<file path="src/design/core_sfr_pkg.sv">
package core_sfr_pkg;

  // Direct special-register addresses
  localparam logic [7:0] ADDR_STACK_POINTER_LOW   = 8'h81;
  localparam logic [7:0] ADDR_POINTER_LOW_BYTE    = 8'h82;
  localparam logic [7:0] ADDR_POINTER_HIGH_BYTE   = 8'h83;
  localparam logic [7:0] ADDR_POINTER_PAGE_BYTE   = 8'h84;
  localparam logic [7:0] ADDR_POWER_CONTROL       = 8'h87;
  localparam logic [7:0] ADDR_CORE_CONFIGURATION  = 8'haf;
  localparam logic [7:0] ADDR_STACK_POINTER_HIGH  = 8'hb7;
  localparam logic [7:0] ADDR_PROGRAM_STATUS_WORD = 8'hd0;

  // Values after reset
  localparam logic [7:0] RESET_POINTER_BYTE        = 8'h00;
  localparam logic [7:0] RESET_STACK_POINTER_LOW   = 8'h07;
  localparam logic [2:0] RESET_STACK_POINTER_HIGH  = 3'h0;
  localparam logic [7:0] RESET_PROGRAM_STATUS_WORD = 8'h00;
  localparam logic [7:0] RESET_POWER_CONTROL       = 8'h00;
  localparam logic [7:0] RESET_CORE_CONFIGURATION  = 8'h00;

  // Power control fields
  localparam int PC_BAUD_DOUBLER   = 7;
  localparam int PC_SERIAL_WAKE    = 6;
  localparam int PC_EXT_IRQ_WAKE   = 5;
  localparam int PC_LATCH_DISABLE  = 4;
  localparam int PC_SPARE_ONE      = 3;
  localparam int PC_SPARE_ZERO     = 2;
  localparam int PC_POWERDOWN      = 1;

  // Core configuration fields
  localparam int CFG_EXT_STACK     = 7;
  localparam int CFG_ONCHIP_XDATA  = 0;

  // Status word fields
  localparam int SW_CARRY          = 7;
  localparam int SW_AUX_CARRY      = 6;
  localparam int SW_USER_A         = 5;
  localparam int SW_BANK_HIGH      = 4;
  localparam int SW_BANK_LOW       = 3;
  localparam int SW_OVERFLOW       = 2;
  localparam int SW_USER_B         = 1;
  localparam int SW_PARITY         = 0;

  // Last pointer value that still hits the on-chip data RAM
  localparam logic [23:0] ONCHIP_XDATA_LAST = 24'h0007ff;

  typedef enum logic {
    POWER_RUN  = 1'b0,
    POWER_DOWN = 1'b1
  } power_state_e;

endpackage

</file>
<file path="src/design/pin_sync.sv">
`timescale 1ns/100ps
`default_nettype none
module pin_sync (
  input  wire logic clock,
  input  wire logic reset_n,
  input  wire logic pin_in,
  output logic      pin_synced
);

  typedef struct packed {
    logic first;
    logic second;
  } sync_s;

  sync_s q;
  sync_s d;

  // Two-stage chain, idle level high
  always_comb begin
    d        = q;
    d.first  = pin_in;
    d.second = q.first;
  end

  always_ff @(posedge clock) begin
    if (!reset_n) begin
      q <= '{first: 1'b1, second: 1'b1};
    end else begin
      q <= d;
    end
  end

  assign pin_synced = q.second;

endmodule
`default_nettype wire

</file>
<file path="src/design/stack_pointer_unit.sv">
`timescale 1ns/100ps
`default_nettype none
module stack_pointer_unit
  import core_sfr_pkg::*;
(
  input  wire logic        clock,
  input  wire logic        reset_n,
  input  wire logic        push,
  input  wire logic        pop,
  input  wire logic        load_low,
  input  wire logic        load_high,
  input  wire logic [7:0]  wdata,
  input  wire logic        ext_enable,
  output logic      [7:0]  low_value,
  output logic      [2:0]  high_value,
  output logic      [10:0] top_address
);

  typedef struct packed {
    logic [7:0]  low;
    logic [2:0]  high;
    logic [10:0] top;
  } stack_s;

  stack_s      q;
  stack_s      d;
  logic [10:0] full_value;

  // Pre-increment on push, post-decrement on pop; a load wins
  always_comb begin
    d          = q;
    full_value = {q.high, q.low};
    if (push) begin
      if (ext_enable) begin
        {d.high, d.low} = full_value + 11'h001;
      end else begin
        d.low = q.low + 8'h01;
      end
    end else if (pop) begin
      if (ext_enable) begin
        {d.high, d.low} = full_value - 11'h001;
      end else begin
        d.low = q.low - 8'h01;
      end
    end
    if (load_low) begin
      d.low = wdata;
    end
    if (load_high) begin
      d.high = wdata[2:0];
    end
    d.top = ext_enable ? {d.high, d.low} : {3'h0, d.low};
  end

  always_ff @(posedge clock) begin
    if (!reset_n) begin
      q <= '{low: RESET_STACK_POINTER_LOW, high: RESET_STACK_POINTER_HIGH,
             top: {3'h0, RESET_STACK_POINTER_LOW}};
    end else begin
      q <= d;
    end
  end

  assign low_value   = q.low;
  assign high_value  = q.high;
  assign top_address = q.top;

endmodule
`default_nettype wire

</file>
<file path="src/design/core_special_registers.sv">
`timescale 1ns/100ps
`default_nettype none
module core_special_registers
  import core_sfr_pkg::*;
(
  input  wire logic        clock,
  input  wire logic        reset_n,
  input  wire logic [7:0]  sfr_addr,
  input  wire logic        sfr_wr,
  input  wire logic        sfr_rd,
  input  wire logic [7:0]  sfr_wdata,
  input  wire logic        pointer_increment,
  input  wire logic        stack_push,
  input  wire logic        stack_pop,
  input  wire logic        status_update,
  input  wire logic [7:0]  status_flags_in,
  input  wire logic        acc_parity,
  input  wire logic        serial_irq,
  input  wire logic        external_interrupt_zero,
  input  wire logic        ext_irq_edge_select,
  output logic      [7:0]  sfr_rdata,
  output logic             sfr_read_hit,
  output logic      [23:0] data_pointer,
  output logic      [10:0] stack_top_address,
  output logic      [1:0]  bank_select,
  output logic      [7:0]  program_status_word,
  output logic             baud_doubler,
  output logic             latch_strobe_enable,
  output logic             powerdown_active,
  output logic             extended_stack_enable,
  output logic             onchip_xdata_select
);

  typedef struct packed {
    logic [7:0]   page_byte;
    logic [7:0]   high_byte;
    logic [7:0]   low_byte;
    logic [7:0]   status;
    logic [7:2]   power_bits;
    power_state_e power;
    logic         ext_stack;
    logic         xdata_map;
    logic [7:0]   rdata;
    logic         rd_hit;
    logic         int_zero_prev;
    logic         latch_on;
    logic         xdata_onchip;
  } regs_s;

  localparam regs_s RESET_STATE = '{
    page_byte:     RESET_POINTER_BYTE,
    high_byte:     RESET_POINTER_BYTE,
    low_byte:      RESET_POINTER_BYTE,
    status:        RESET_PROGRAM_STATUS_WORD,
    power_bits:    RESET_POWER_CONTROL[7:2],
    power:         POWER_RUN,
    ext_stack:     RESET_CORE_CONFIGURATION[CFG_EXT_STACK],
    xdata_map:     RESET_CORE_CONFIGURATION[CFG_ONCHIP_XDATA],
    rdata:         8'h00,
    rd_hit:        1'b0,
    int_zero_prev: 1'b1,
    latch_on:      1'b1,
    xdata_onchip:  1'b0
  };

  regs_s       q;
  regs_s       d;
  logic        int_zero_synced;
  logic        wake_serial;
  logic        wake_ext;
  logic        wr_stack_low;
  logic        wr_stack_high;
  logic [7:0]  stack_low;
  logic [2:0]  stack_high;
  logic [23:0] next_pointer;

  // External interrupt pin enters the clock domain
  pin_sync u_int_zero_sync (
    .clock      (clock),
    .reset_n    (reset_n),
    .pin_in     (external_interrupt_zero),
    .pin_synced (int_zero_synced)
  );

  // Stack writes; the high byte only while extension is on
  assign wr_stack_low  = sfr_wr && (sfr_addr == ADDR_STACK_POINTER_LOW);
  assign wr_stack_high = sfr_wr && (sfr_addr == ADDR_STACK_POINTER_HIGH)
                         && q.ext_stack;

  stack_pointer_unit u_stack (
    .clock       (clock),
    .reset_n     (reset_n),
    .push        (stack_push),
    .pop         (stack_pop),
    .load_low    (wr_stack_low),
    .load_high   (wr_stack_high),
    .wdata       (sfr_wdata),
    .ext_enable  (q.ext_stack),
    .low_value   (stack_low),
    .high_value  (stack_high),
    .top_address (stack_top_address)
  );

  // Wake sources for power-down
  assign wake_serial = q.power_bits[PC_SERIAL_WAKE] && serial_irq;
  assign wake_ext    = q.power_bits[PC_EXT_IRQ_WAKE]
                       && (ext_irq_edge_select
                           ? (q.int_zero_prev && !int_zero_synced)
                           : !int_zero_synced);

  // Next state of every register
  always_comb begin
    d            = q;
    next_pointer = {q.page_byte, q.high_byte, q.low_byte};
    if (pointer_increment) begin
      next_pointer = next_pointer + 24'h000001;
    end
    {d.page_byte, d.high_byte, d.low_byte} = next_pointer;
    if (status_update) begin
      d.status[7:1] = status_flags_in[7:1];
    end
    d.status[SW_PARITY] = acc_parity;
    if ((q.power == POWER_DOWN) && (wake_serial || wake_ext)) begin
      d.power = POWER_RUN;
    end
    if (sfr_wr) begin
      case (sfr_addr)
        ADDR_POINTER_LOW_BYTE:    d.low_byte  = sfr_wdata;
        ADDR_POINTER_HIGH_BYTE:   d.high_byte = sfr_wdata;
        ADDR_POINTER_PAGE_BYTE:   d.page_byte = sfr_wdata;
        ADDR_PROGRAM_STATUS_WORD: d.status[7:1] = sfr_wdata[7:1];
        ADDR_POWER_CONTROL: begin
          d.power_bits = sfr_wdata[7:2];
          if (sfr_wdata[PC_POWERDOWN]) begin
            d.power = POWER_DOWN;
          end
        end
        ADDR_CORE_CONFIGURATION: begin
          d.ext_stack = sfr_wdata[CFG_EXT_STACK];
          d.xdata_map = sfr_wdata[CFG_ONCHIP_XDATA];
        end
        default: begin
        end
      endcase
    end
    if (sfr_rd) begin
      d.rd_hit = 1'b1;
      case (sfr_addr)
        ADDR_POINTER_LOW_BYTE:    d.rdata = q.low_byte;
        ADDR_POINTER_HIGH_BYTE:   d.rdata = q.high_byte;
        ADDR_POINTER_PAGE_BYTE:   d.rdata = q.page_byte;
        ADDR_STACK_POINTER_LOW:   d.rdata = stack_low;
        ADDR_PROGRAM_STATUS_WORD: d.rdata = q.status;
        ADDR_POWER_CONTROL:
          d.rdata = {q.power_bits, q.power == POWER_DOWN, 1'b0};
        ADDR_CORE_CONFIGURATION:
          d.rdata = {q.ext_stack, 6'h00, q.xdata_map};
        ADDR_STACK_POINTER_HIGH: begin
          d.rd_hit = q.ext_stack;
          d.rdata  = q.ext_stack ? {5'h00, stack_high} : 8'h00;
        end
        default: begin
          d.rd_hit = 1'b0;
          d.rdata  = 8'h00;
        end
      endcase
    end
    d.int_zero_prev = int_zero_synced;
    d.latch_on      = !d.power_bits[PC_LATCH_DISABLE];
    d.xdata_onchip  = d.xdata_map
                      && ({d.page_byte, d.high_byte, d.low_byte}
                          <= ONCHIP_XDATA_LAST);
  end

  // State register
  always_ff @(posedge clock) begin
    if (!reset_n) begin
      q <= RESET_STATE;
    end else begin
      q <= d;
    end
  end

  // Outputs come straight from the state register
  assign sfr_rdata             = q.rdata;
  assign sfr_read_hit          = q.rd_hit;
  assign data_pointer          = {q.page_byte, q.high_byte, q.low_byte};
  assign bank_select           = q.status[SW_BANK_HIGH:SW_BANK_LOW];
  assign program_status_word   = q.status;
  assign baud_doubler          = q.power_bits[PC_BAUD_DOUBLER];
  assign latch_strobe_enable   = q.latch_on;
  assign powerdown_active      = (q.power == POWER_DOWN);
  assign extended_stack_enable = q.ext_stack;
  assign onchip_xdata_select   = q.xdata_onchip;

  logic quiet_wr;
  assign quiet_wr = !sfr_wr;
endmodule
`default_nettype wire

</file>
<file path="config.mk">
export PLATFORM = sky130hd
export DESIGN_NAME = core_special_registers
export DESIGN_NICKNAME = d
export VERILOG_FILES = /design/src/design/core_sfr_pkg.sv /design/src/design/pin_sync.sv /design/src/design/stack_pointer_unit.sv /design/src/design/core_special_registers.sv
export SDC_FILE = /design/constraint.sdc
export NUM_CORES = 1
export LEC_CHECK = 0
export ABC_AREA = 0
export BUFFER_PORTS_ARGS = -buffer_cell sky130_fd_sc_hd__buf_2
export CORE_ASPECT_RATIO = 0.75
export CORE_MARGIN = 2
export CORE_UTILIZATION = 45
export DETAILED_ROUTE_END_ITERATION = 16
export GPL_ROUTABILITY_DRIVEN = 0
export HOLD_SLACK_MARGIN = 0.05
export PLACE_DENSITY = 0.69
export SETUP_SLACK_MARGIN = 0.05
export SYNTH_ARGS = -nofsm -noshare
export SYNTH_HDL_FRONTEND = slang
export SYNTH_HIERARCHICAL = 1
export SYNTH_SLANG_ARGS = --single-unit
export TNS_END_PERCENT = 10
</file>
<file path="constraint.sdc">
create_clock -name clock -period 2.1 [get_ports clock]
set_input_delay 0.21 -clock clock [delete_from_list [all_inputs] [get_ports clock]]
set_output_delay 0.21 -clock clock [all_outputs]
set_load 0.01 [all_outputs]
</file>
==> results of run 1 <==
[what timing repair did]
item	in CTS	in global routing
endpoints found under the setup margin	1	2
buffers inserted	0	10
gates cloned	0	0
pin swaps	0	11
resized for setup	4	33
endpoints found under the hold margin	0	0
[layout make-up]
class / count / share of cell area
clock buffers: 10 / 0.04203
clock inverters: 6 / 0.008363
flip-flops and latches: 69 / 0.2465
inverters: 21 / 0.01386
repair buffers: 154 / 0.1644
multi-input cells: 402 / 0.4949
well taps: 136 / 0.02993
[synth_stat cells (5+ instances only)]
| master | count | area (µm²) |
|---|---|---|
| a211oi_1 | 24 | 180.2 |
| a21oi_1 | 14 | 70.07 |
| a22o_1 | 11 | 96.34 |
| a22oi_1 | 12 | 90.09 |
| a31o_2 | 7 | 61.31 |
| and2_1 | 8 | 50.05 |
| and3_1 | 12 | 75.07 |
| and4_1 | 6 | 52.55 |
| buf_2 | 13 | 65.06 |
| buf_4 | 52 | 390.4 |
| clkbuf_1 | 18 | 67.56 |
| dfxtp_1 | 69 | 1381 |
| inv_1 | 20 | 75.07 |
| mux2_2 | 5 | 56.30 |
| mux2i_1 | 14 | 140.1 |
| nand2_1 | 36 | 135.1 |
| nand2b_1 | 12 | 75.07 |
| nand3_1 | 23 | 115.1 |
| nand4_1 | 20 | 125.1 |
| nor2_1 | 54 | 202.7 |
| nor2b_1 | 6 | 37.54 |
| nor3_1 | 8 | 40.04 |
| nor4_1 | 13 | 81.33 |
| o21ai_0 | 9 | 45.04 |
| o31ai_1 | 5 | 37.54 |
| or3_1 | 9 | 56.30 |
| or4_1 | 7 | 52.55 |
| xnor2_1 | 5 | 43.79 |
| xor2_1 | 13 | 113.9 |
[metrics by stage]
step	util	instance area, µm²	hold WS, ps
finish	0.5569	5685	55.54
global route	0.5569	5685	60.68
CTS	0.5373	5485	51.57
detailed placement	0.5075	5181	400.1
global placement	0.5075	5181	394.2
floorplan	-	4711	283.0
[cells by family (layout without fill, tap and decap cells)]
| group | Yosys count | count (layout) | synth area share |
|---|---|---|---|
| AOI/OAI and AO/OA | 124 | 124 | 0.2009 |
| xor gates and xnor gates | 18 | 18 | 0.03357 |
| adders and majority gates | 3 | 3 | 0.007994 |
| buffers and inverters | 108 | 191 | 0.1335 |
| DFF | 69 | 69 | 0.2942 |
| muxes | 19 | 19 | 0.04183 |
| and+or+nand+nor | 238 | 238 | 0.2880 |
[state kept, by name, indices dropped and copies added (netlist names), 3 cells and up]
name                 count
u_stack/top_address      3
data_pointer            24
program_status_word      8
u_stack/low_value        8
q                        7
sfr_rdata                8
u_stack/high_value       3
[routing by layer]
layer,wire (µm),up-vias,share of wire
met1,6696,2282,0.45
met2,6475,235,0.43
met5,0,-,0
met3,1504,28,0.10
li1,-,2254,-
met4,280,0,0.019
[report_power, final]
group | switching (mW) | internal (mW) | leakage (nW)
clock network | 0.603 | 0.838 | 0.139
logic | 0.234 | 0.159 | 1.66
registers | 0.0391 | 1.34 | 0.566
total | 0.876 | 2.34 | 2.37
[how the worst max path moves through the flow]
stage / from / to / slack (ps) / cells past startpoint
6_report: data_pointer[0]$_SDFF_PN0_ / onchip_xdata_select$_SDFF_PN0_ / 60 / 7
5_1_grt: data_pointer[0]$_SDFF_PN0_ / onchip_xdata_select$_SDFF_PN0_ / -6 / 7
4_1_cts: data_pointer[1]$_SDFF_PN0_ / onchip_xdata_select$_SDFF_PN0_ / 70 / 8
3_5_place_dp: sfr_addr[4] / onchip_xdata_select$_SDFF_PN0_ / -130 / 7
3_3_place_gp: sfr_addr[4] / onchip_xdata_select$_SDFF_PN0_ / -40 / 7
2_1_floorplan: data_pointer[1]$_SDFF_PN0_ / onchip_xdata_select$_SDFF_PN0_ / 60 / 8
==> out/qor.txt, run 1 <==
Total number of vias = 4799
Core area = 10210 µm²
Average size of a mapped cell = 8.110 µm²
Pre-antenna DRT Iters = 5
Power Density = 565.0 nW/µm²
Reg2reg path depth = 7
Antenna violations before repair = 0
Met3 usage = 0.07882
Total power = 3.212 mW
Path type of the worst min-delay path = primary input to flop
Async SR Flop Fraction = 0
Largest net degree at the start of global routing = 42
Port buffer count = 93
1st-iter DRT viols = 586
Global-route wire length before repair = 22960 µm
Root buf cell = clkbuf_16
Slew @ Worst Pin = 587.6 ps
CTS tree = done
Drt wl/cell = 18.74 µm
WS Path Type = flop to flop
Syn Nets = 618
DP Cell Count = 772
RSZ-0062 raised after global routing = yes
Relative slew slack = 0.6047
FF+latch area = 1401 µm²
Placement Setup Slack = -126.5 ps
Final setup viols = 0
Setup tns final = 0 ps
Post-route antenna net violation count = 0
Most used DFF post-synth = dfxtp_1
Outcome = complete, no violations
Met1 Usage GRT = 0.3691
Peak VDD IR = 337.5 µV
Share of layout cells above drive strength 1 = 0.3474
CP endpoint kind = flop
Fill cell count = 975
Buf/Inv on CP = 0
IO Count = 95
Hold Path Depth = 2
Worst skew pair latency = 340 ps
Most common cell after layout, fill and taps aside = buf_2
ANT cells = 0
Placement Rows = 32
Max-slew violations = 0
Hold_buf cts = 0
Worst Hold End = u_int_zero_sync/d[0]$_SDFF_PN1_
Non-filler cells, final = 798
Busiest layer in global routing = met2
Reg2reg end = onchip_xdata_select$_SDFF_PN0_
Clk buf depth = 2
Pleak = 2.366 nW
Cells after synthesis = 579
Gr usage total = 0.2623
Final Hold Fails = 0
Crit Path Max Fanout = 7
Hold Crit Start = external_interrupt_zero
Final nets = 696
Slowest stage delay, CP = 450 ps
Register bit total from synthesis = 69
Die outline width = 122.0 µm
CP max stage cell = or3_4
Warnings from Yosys = 6
Critical R2R Launch = data_pointer[0]$_SDFF_PN0_
Clk_skew = 7.039 ps
Vias/cell = 6.014
H-Tree Depth = 3
Startpoint types = flop
Area Growth Syn to Fin = 21.08%
Max-cap check violation count = 0
Period utilisation layout = 0.9737
Post-Syn Area = 4696 µm²
Die area = 11280 µm²
Netlist cell types = 73
Most frequent cells in the layout = buf_2, buf_4, dfxtp_1, nor2_1, nand2_1
Max Fclk = 489.1 MHz
Cell family with most CP delay = simple AND/OR/NAND/NOR gates
Cts bufs inserted = 9
Vias in the first global route = 4348
CP Cell Sequence = ha_4, nand4_4, or3_4, or4_4, a31o_1, nand4_1, nor4_2
Clock slew seen by the registers of the worst setup and hold paths = 60 ps
Reg-to-reg slack, setup = 60 ps
Grt ovf = 0
Worst EP arrival = 2270 ps
# DRC = 0
Critical Path RT = 2330 ps
Die Height = 92.47 µm
Final WS setup = 55.26 ps
Post-DP HPWL = 10990 µm
Number of synthesized flops with an enable pin = 0
Routed wire length = 14960 µm
Num Clock Sinks = 69
Grt met2 use = 0.3869
Sequential area share after synthesis = 0.2942
Area of the multi-input gates = 2814 µm²
Initial Utilization = 0.4599
Final min period = 2045 ps
Power figures use the tool's default switching activity.
==> run 2, diff against run 1 <==
--- a/config.mk
+++ b/config.mk
@@ -7,9 +7,9 @@
 export LEC_CHECK = 0
 export ABC_AREA = 0
 export BUFFER_PORTS_ARGS = -buffer_cell sky130_fd_sc_hd__buf_2
-export CORE_ASPECT_RATIO = 0.75
 export CORE_MARGIN = 2
 export CORE_UTILIZATION = 45
+export CTS_CLUSTER_SIZE = 8
 export DETAILED_ROUTE_END_ITERATION = 16
 export GPL_ROUTABILITY_DRIVEN = 0
 export HOLD_SLACK_MARGIN = 0.05
==> out/qor.txt, run 2 (synthesized netlist as in run 1, its figures left out) <==
Post-route antenna net violation count = 0
Fin util = 0.5297
Vias in the first global route = 4313
H-Tree Depth = 3
Final Hold Fails = 0
Clock slew seen by the registers of the worst setup and hold paths = 80 ps
Power Density = 510.3 nW/µm²
Drt wl/cell = 18.38 µm
Worst skew pair latency = 360 ps
Worst EP arrival = 2270 ps
Die area = 11270 µm²
Final nets = 689
Final min period = 2011 ps
Initial Utilization = 0.4590
# DRC = 0
Clk_skew = 11.50 ps
ANT cells = 0
Peak VDD IR = 238.7 µV
Cts bufs inserted = 9
IO Count = 95
Most common cell after layout, fill and taps aside = buf_2
Reg2reg path depth = 7
Final setup viols = 0
Setup tns final = 0 ps
CP endpoint kind = flop
Final WS setup = 89.08 ps
Antenna violations before repair = 0
Reg-to-reg slack, setup = 90 ps
Placement Rows = 37
Net Sw Frac = 0.3027
DP Cell Count = 773
Critical Path Source = data_pointer[1]$_SDFF_PN0_
Most frequent cells in the layout = buf_2, dfxtp_1, nor2_1, buf_4, nand2_1
Fin Hold WS = 59.28 ps
Pleak = 2.237 nW
Dpl cell area = 5201 µm²
Relative slew slack = 0.6432
Critical R2R Launch = data_pointer[1]$_SDFF_PN0_
Total power = 2.765 mW
Max-cap check violation count = 0
Pre-antenna DRT Iters = 5
NetSw = 0.8370 mW
Num Clock Sinks = 69
Clock share of power = 0.361
Period utilisation layout = 0.9576
RSZ-0062 raised after global routing = yes
Comb pwr share = 0.140
CTS tree = done
Post-DP HPWL = 10720 µm
Routed wire length = 14540 µm
Die outline width = 106.2 µm
Slew @ Worst Pin = 534.0 ps
Path type of the worst min-delay path = primary input to flop
Gr usage total = 0.2561
Largest net degree at the start of global routing = 42
Core area = 10230 µm²
Outcome = complete, no violations
Share of layout cells above drive strength 1 = 0.3115
Global-route wire length before repair = 22640 µm
Hold Crit Start = acc_parity
Critical Path RT = 2360 ps
Root buf cell = clkbuf_8
Die Height = 106.2 µm
Placement Setup Slack = -74.88 ps
Port buffer count = 93
Non-filler cells, final = 791
Area Growth Syn to Fin = 15.40%
Reg2reg end = onchip_xdata_select$_SDFF_PN0_
Crit Path Max Fanout = 7
Total number of vias = 4766
WS Path Type = flop to flop
Design Area, Final = 5419 µm²
1st-iter DRT viols = 370
Grt ovf = 0
Max FFs per register = 24
Reg power frac = 0.499
Startpoint types = flop
Vias/cell = 6.025
Clk buf depth = 2
P_int = 1.928 mW
Max Fclk = 497.3 MHz
Max-slew violations = 0
Critical path endpoint = onchip_xdata_select$_SDFF_PN0_
==> run 2: changes by cell type in the layout (fill, tap and decap cells not counted), moves of 6 or more <==
cell       change
dfxtp_2        -6
dfxtp_1        +7
clkbuf_16      -9
buf_4          -6
clkbuf_8       +8
==> run 2: power groups by stage <==
| stage | Sequential (mW) | Combinational (mW) | Clock (mW) |
|---|---|---|---|
| after detailed placement | 1.41 | 0.378 | 0 |
| after global routing | 1.38 | 0.419 | 1.06 |
| after global placement | 1.41 | 0.370 | 0 |
| after CTS | 1.38 | 0.382 | 1.01 |
| final | 1.38 | 0.387 | 0.999 |
| after floorplan | 1.40 | 0.250 | 0 |
==> run 2: cell type report <==
cell class / count / area (µm²)
fill: 970 / 4812
multi-input combinational: 402 / 2719
sequential: 69 / 1390
timing repair buffer: 147 / 885.9
tap: 136 / 170.2
clock buffer: 9 / 123.9
inverter: 21 / 78.83
clock inverter: 7 / 51.30
==> run 2: worst min path at each step <==
stage                                                 end  slack (ps)  depth (start not counted)
floorplan                                 q[2]$_SDFF_PN1_         280                          1
global placement    u_int_zero_sync/pin_synced$_SDFF_PN1_         390                          1
detailed placement        u_int_zero_sync/d[0]$_SDFF_PN1_         400                          2
CTS                     program_status_word[0]$_SDFF_PN0_          50                          2
global route            program_status_word[0]$_SDFF_PN0_          50                          2
finish                  program_status_word[0]$_SDFF_PN0_          60                          2
==> run 2: layer usage <==
metal | global-route usage | up-vias | share of wire
li1 | - | 2237 | -
met1 | 0.3429 | 2288 | 0.44
met2 | 0.4231 | 217 | 0.48
met3 | 0.04047 | 24 | 0.067
met4 | 0.07895 | 0 | 0.018
met5 | 0 | - | 0
==> run 2: worst max-delay path, cell delays in order (launching register included) <==
cell and delay, ps:
dfxtp_4 380, ha_4 150, nand4_2 130, or3_4 430, or4_1 490, a31o_1 210, nand2_1 80, nor4_2 40
==> run 2: repair_timing <==
item,CTS,global route
setup buffers,0,1
hold buffers,1,0
hold endpoints to repair,1,0
gates resized for setup,1,7
pin swaps,0,3
setup endpoints to repair,1,2
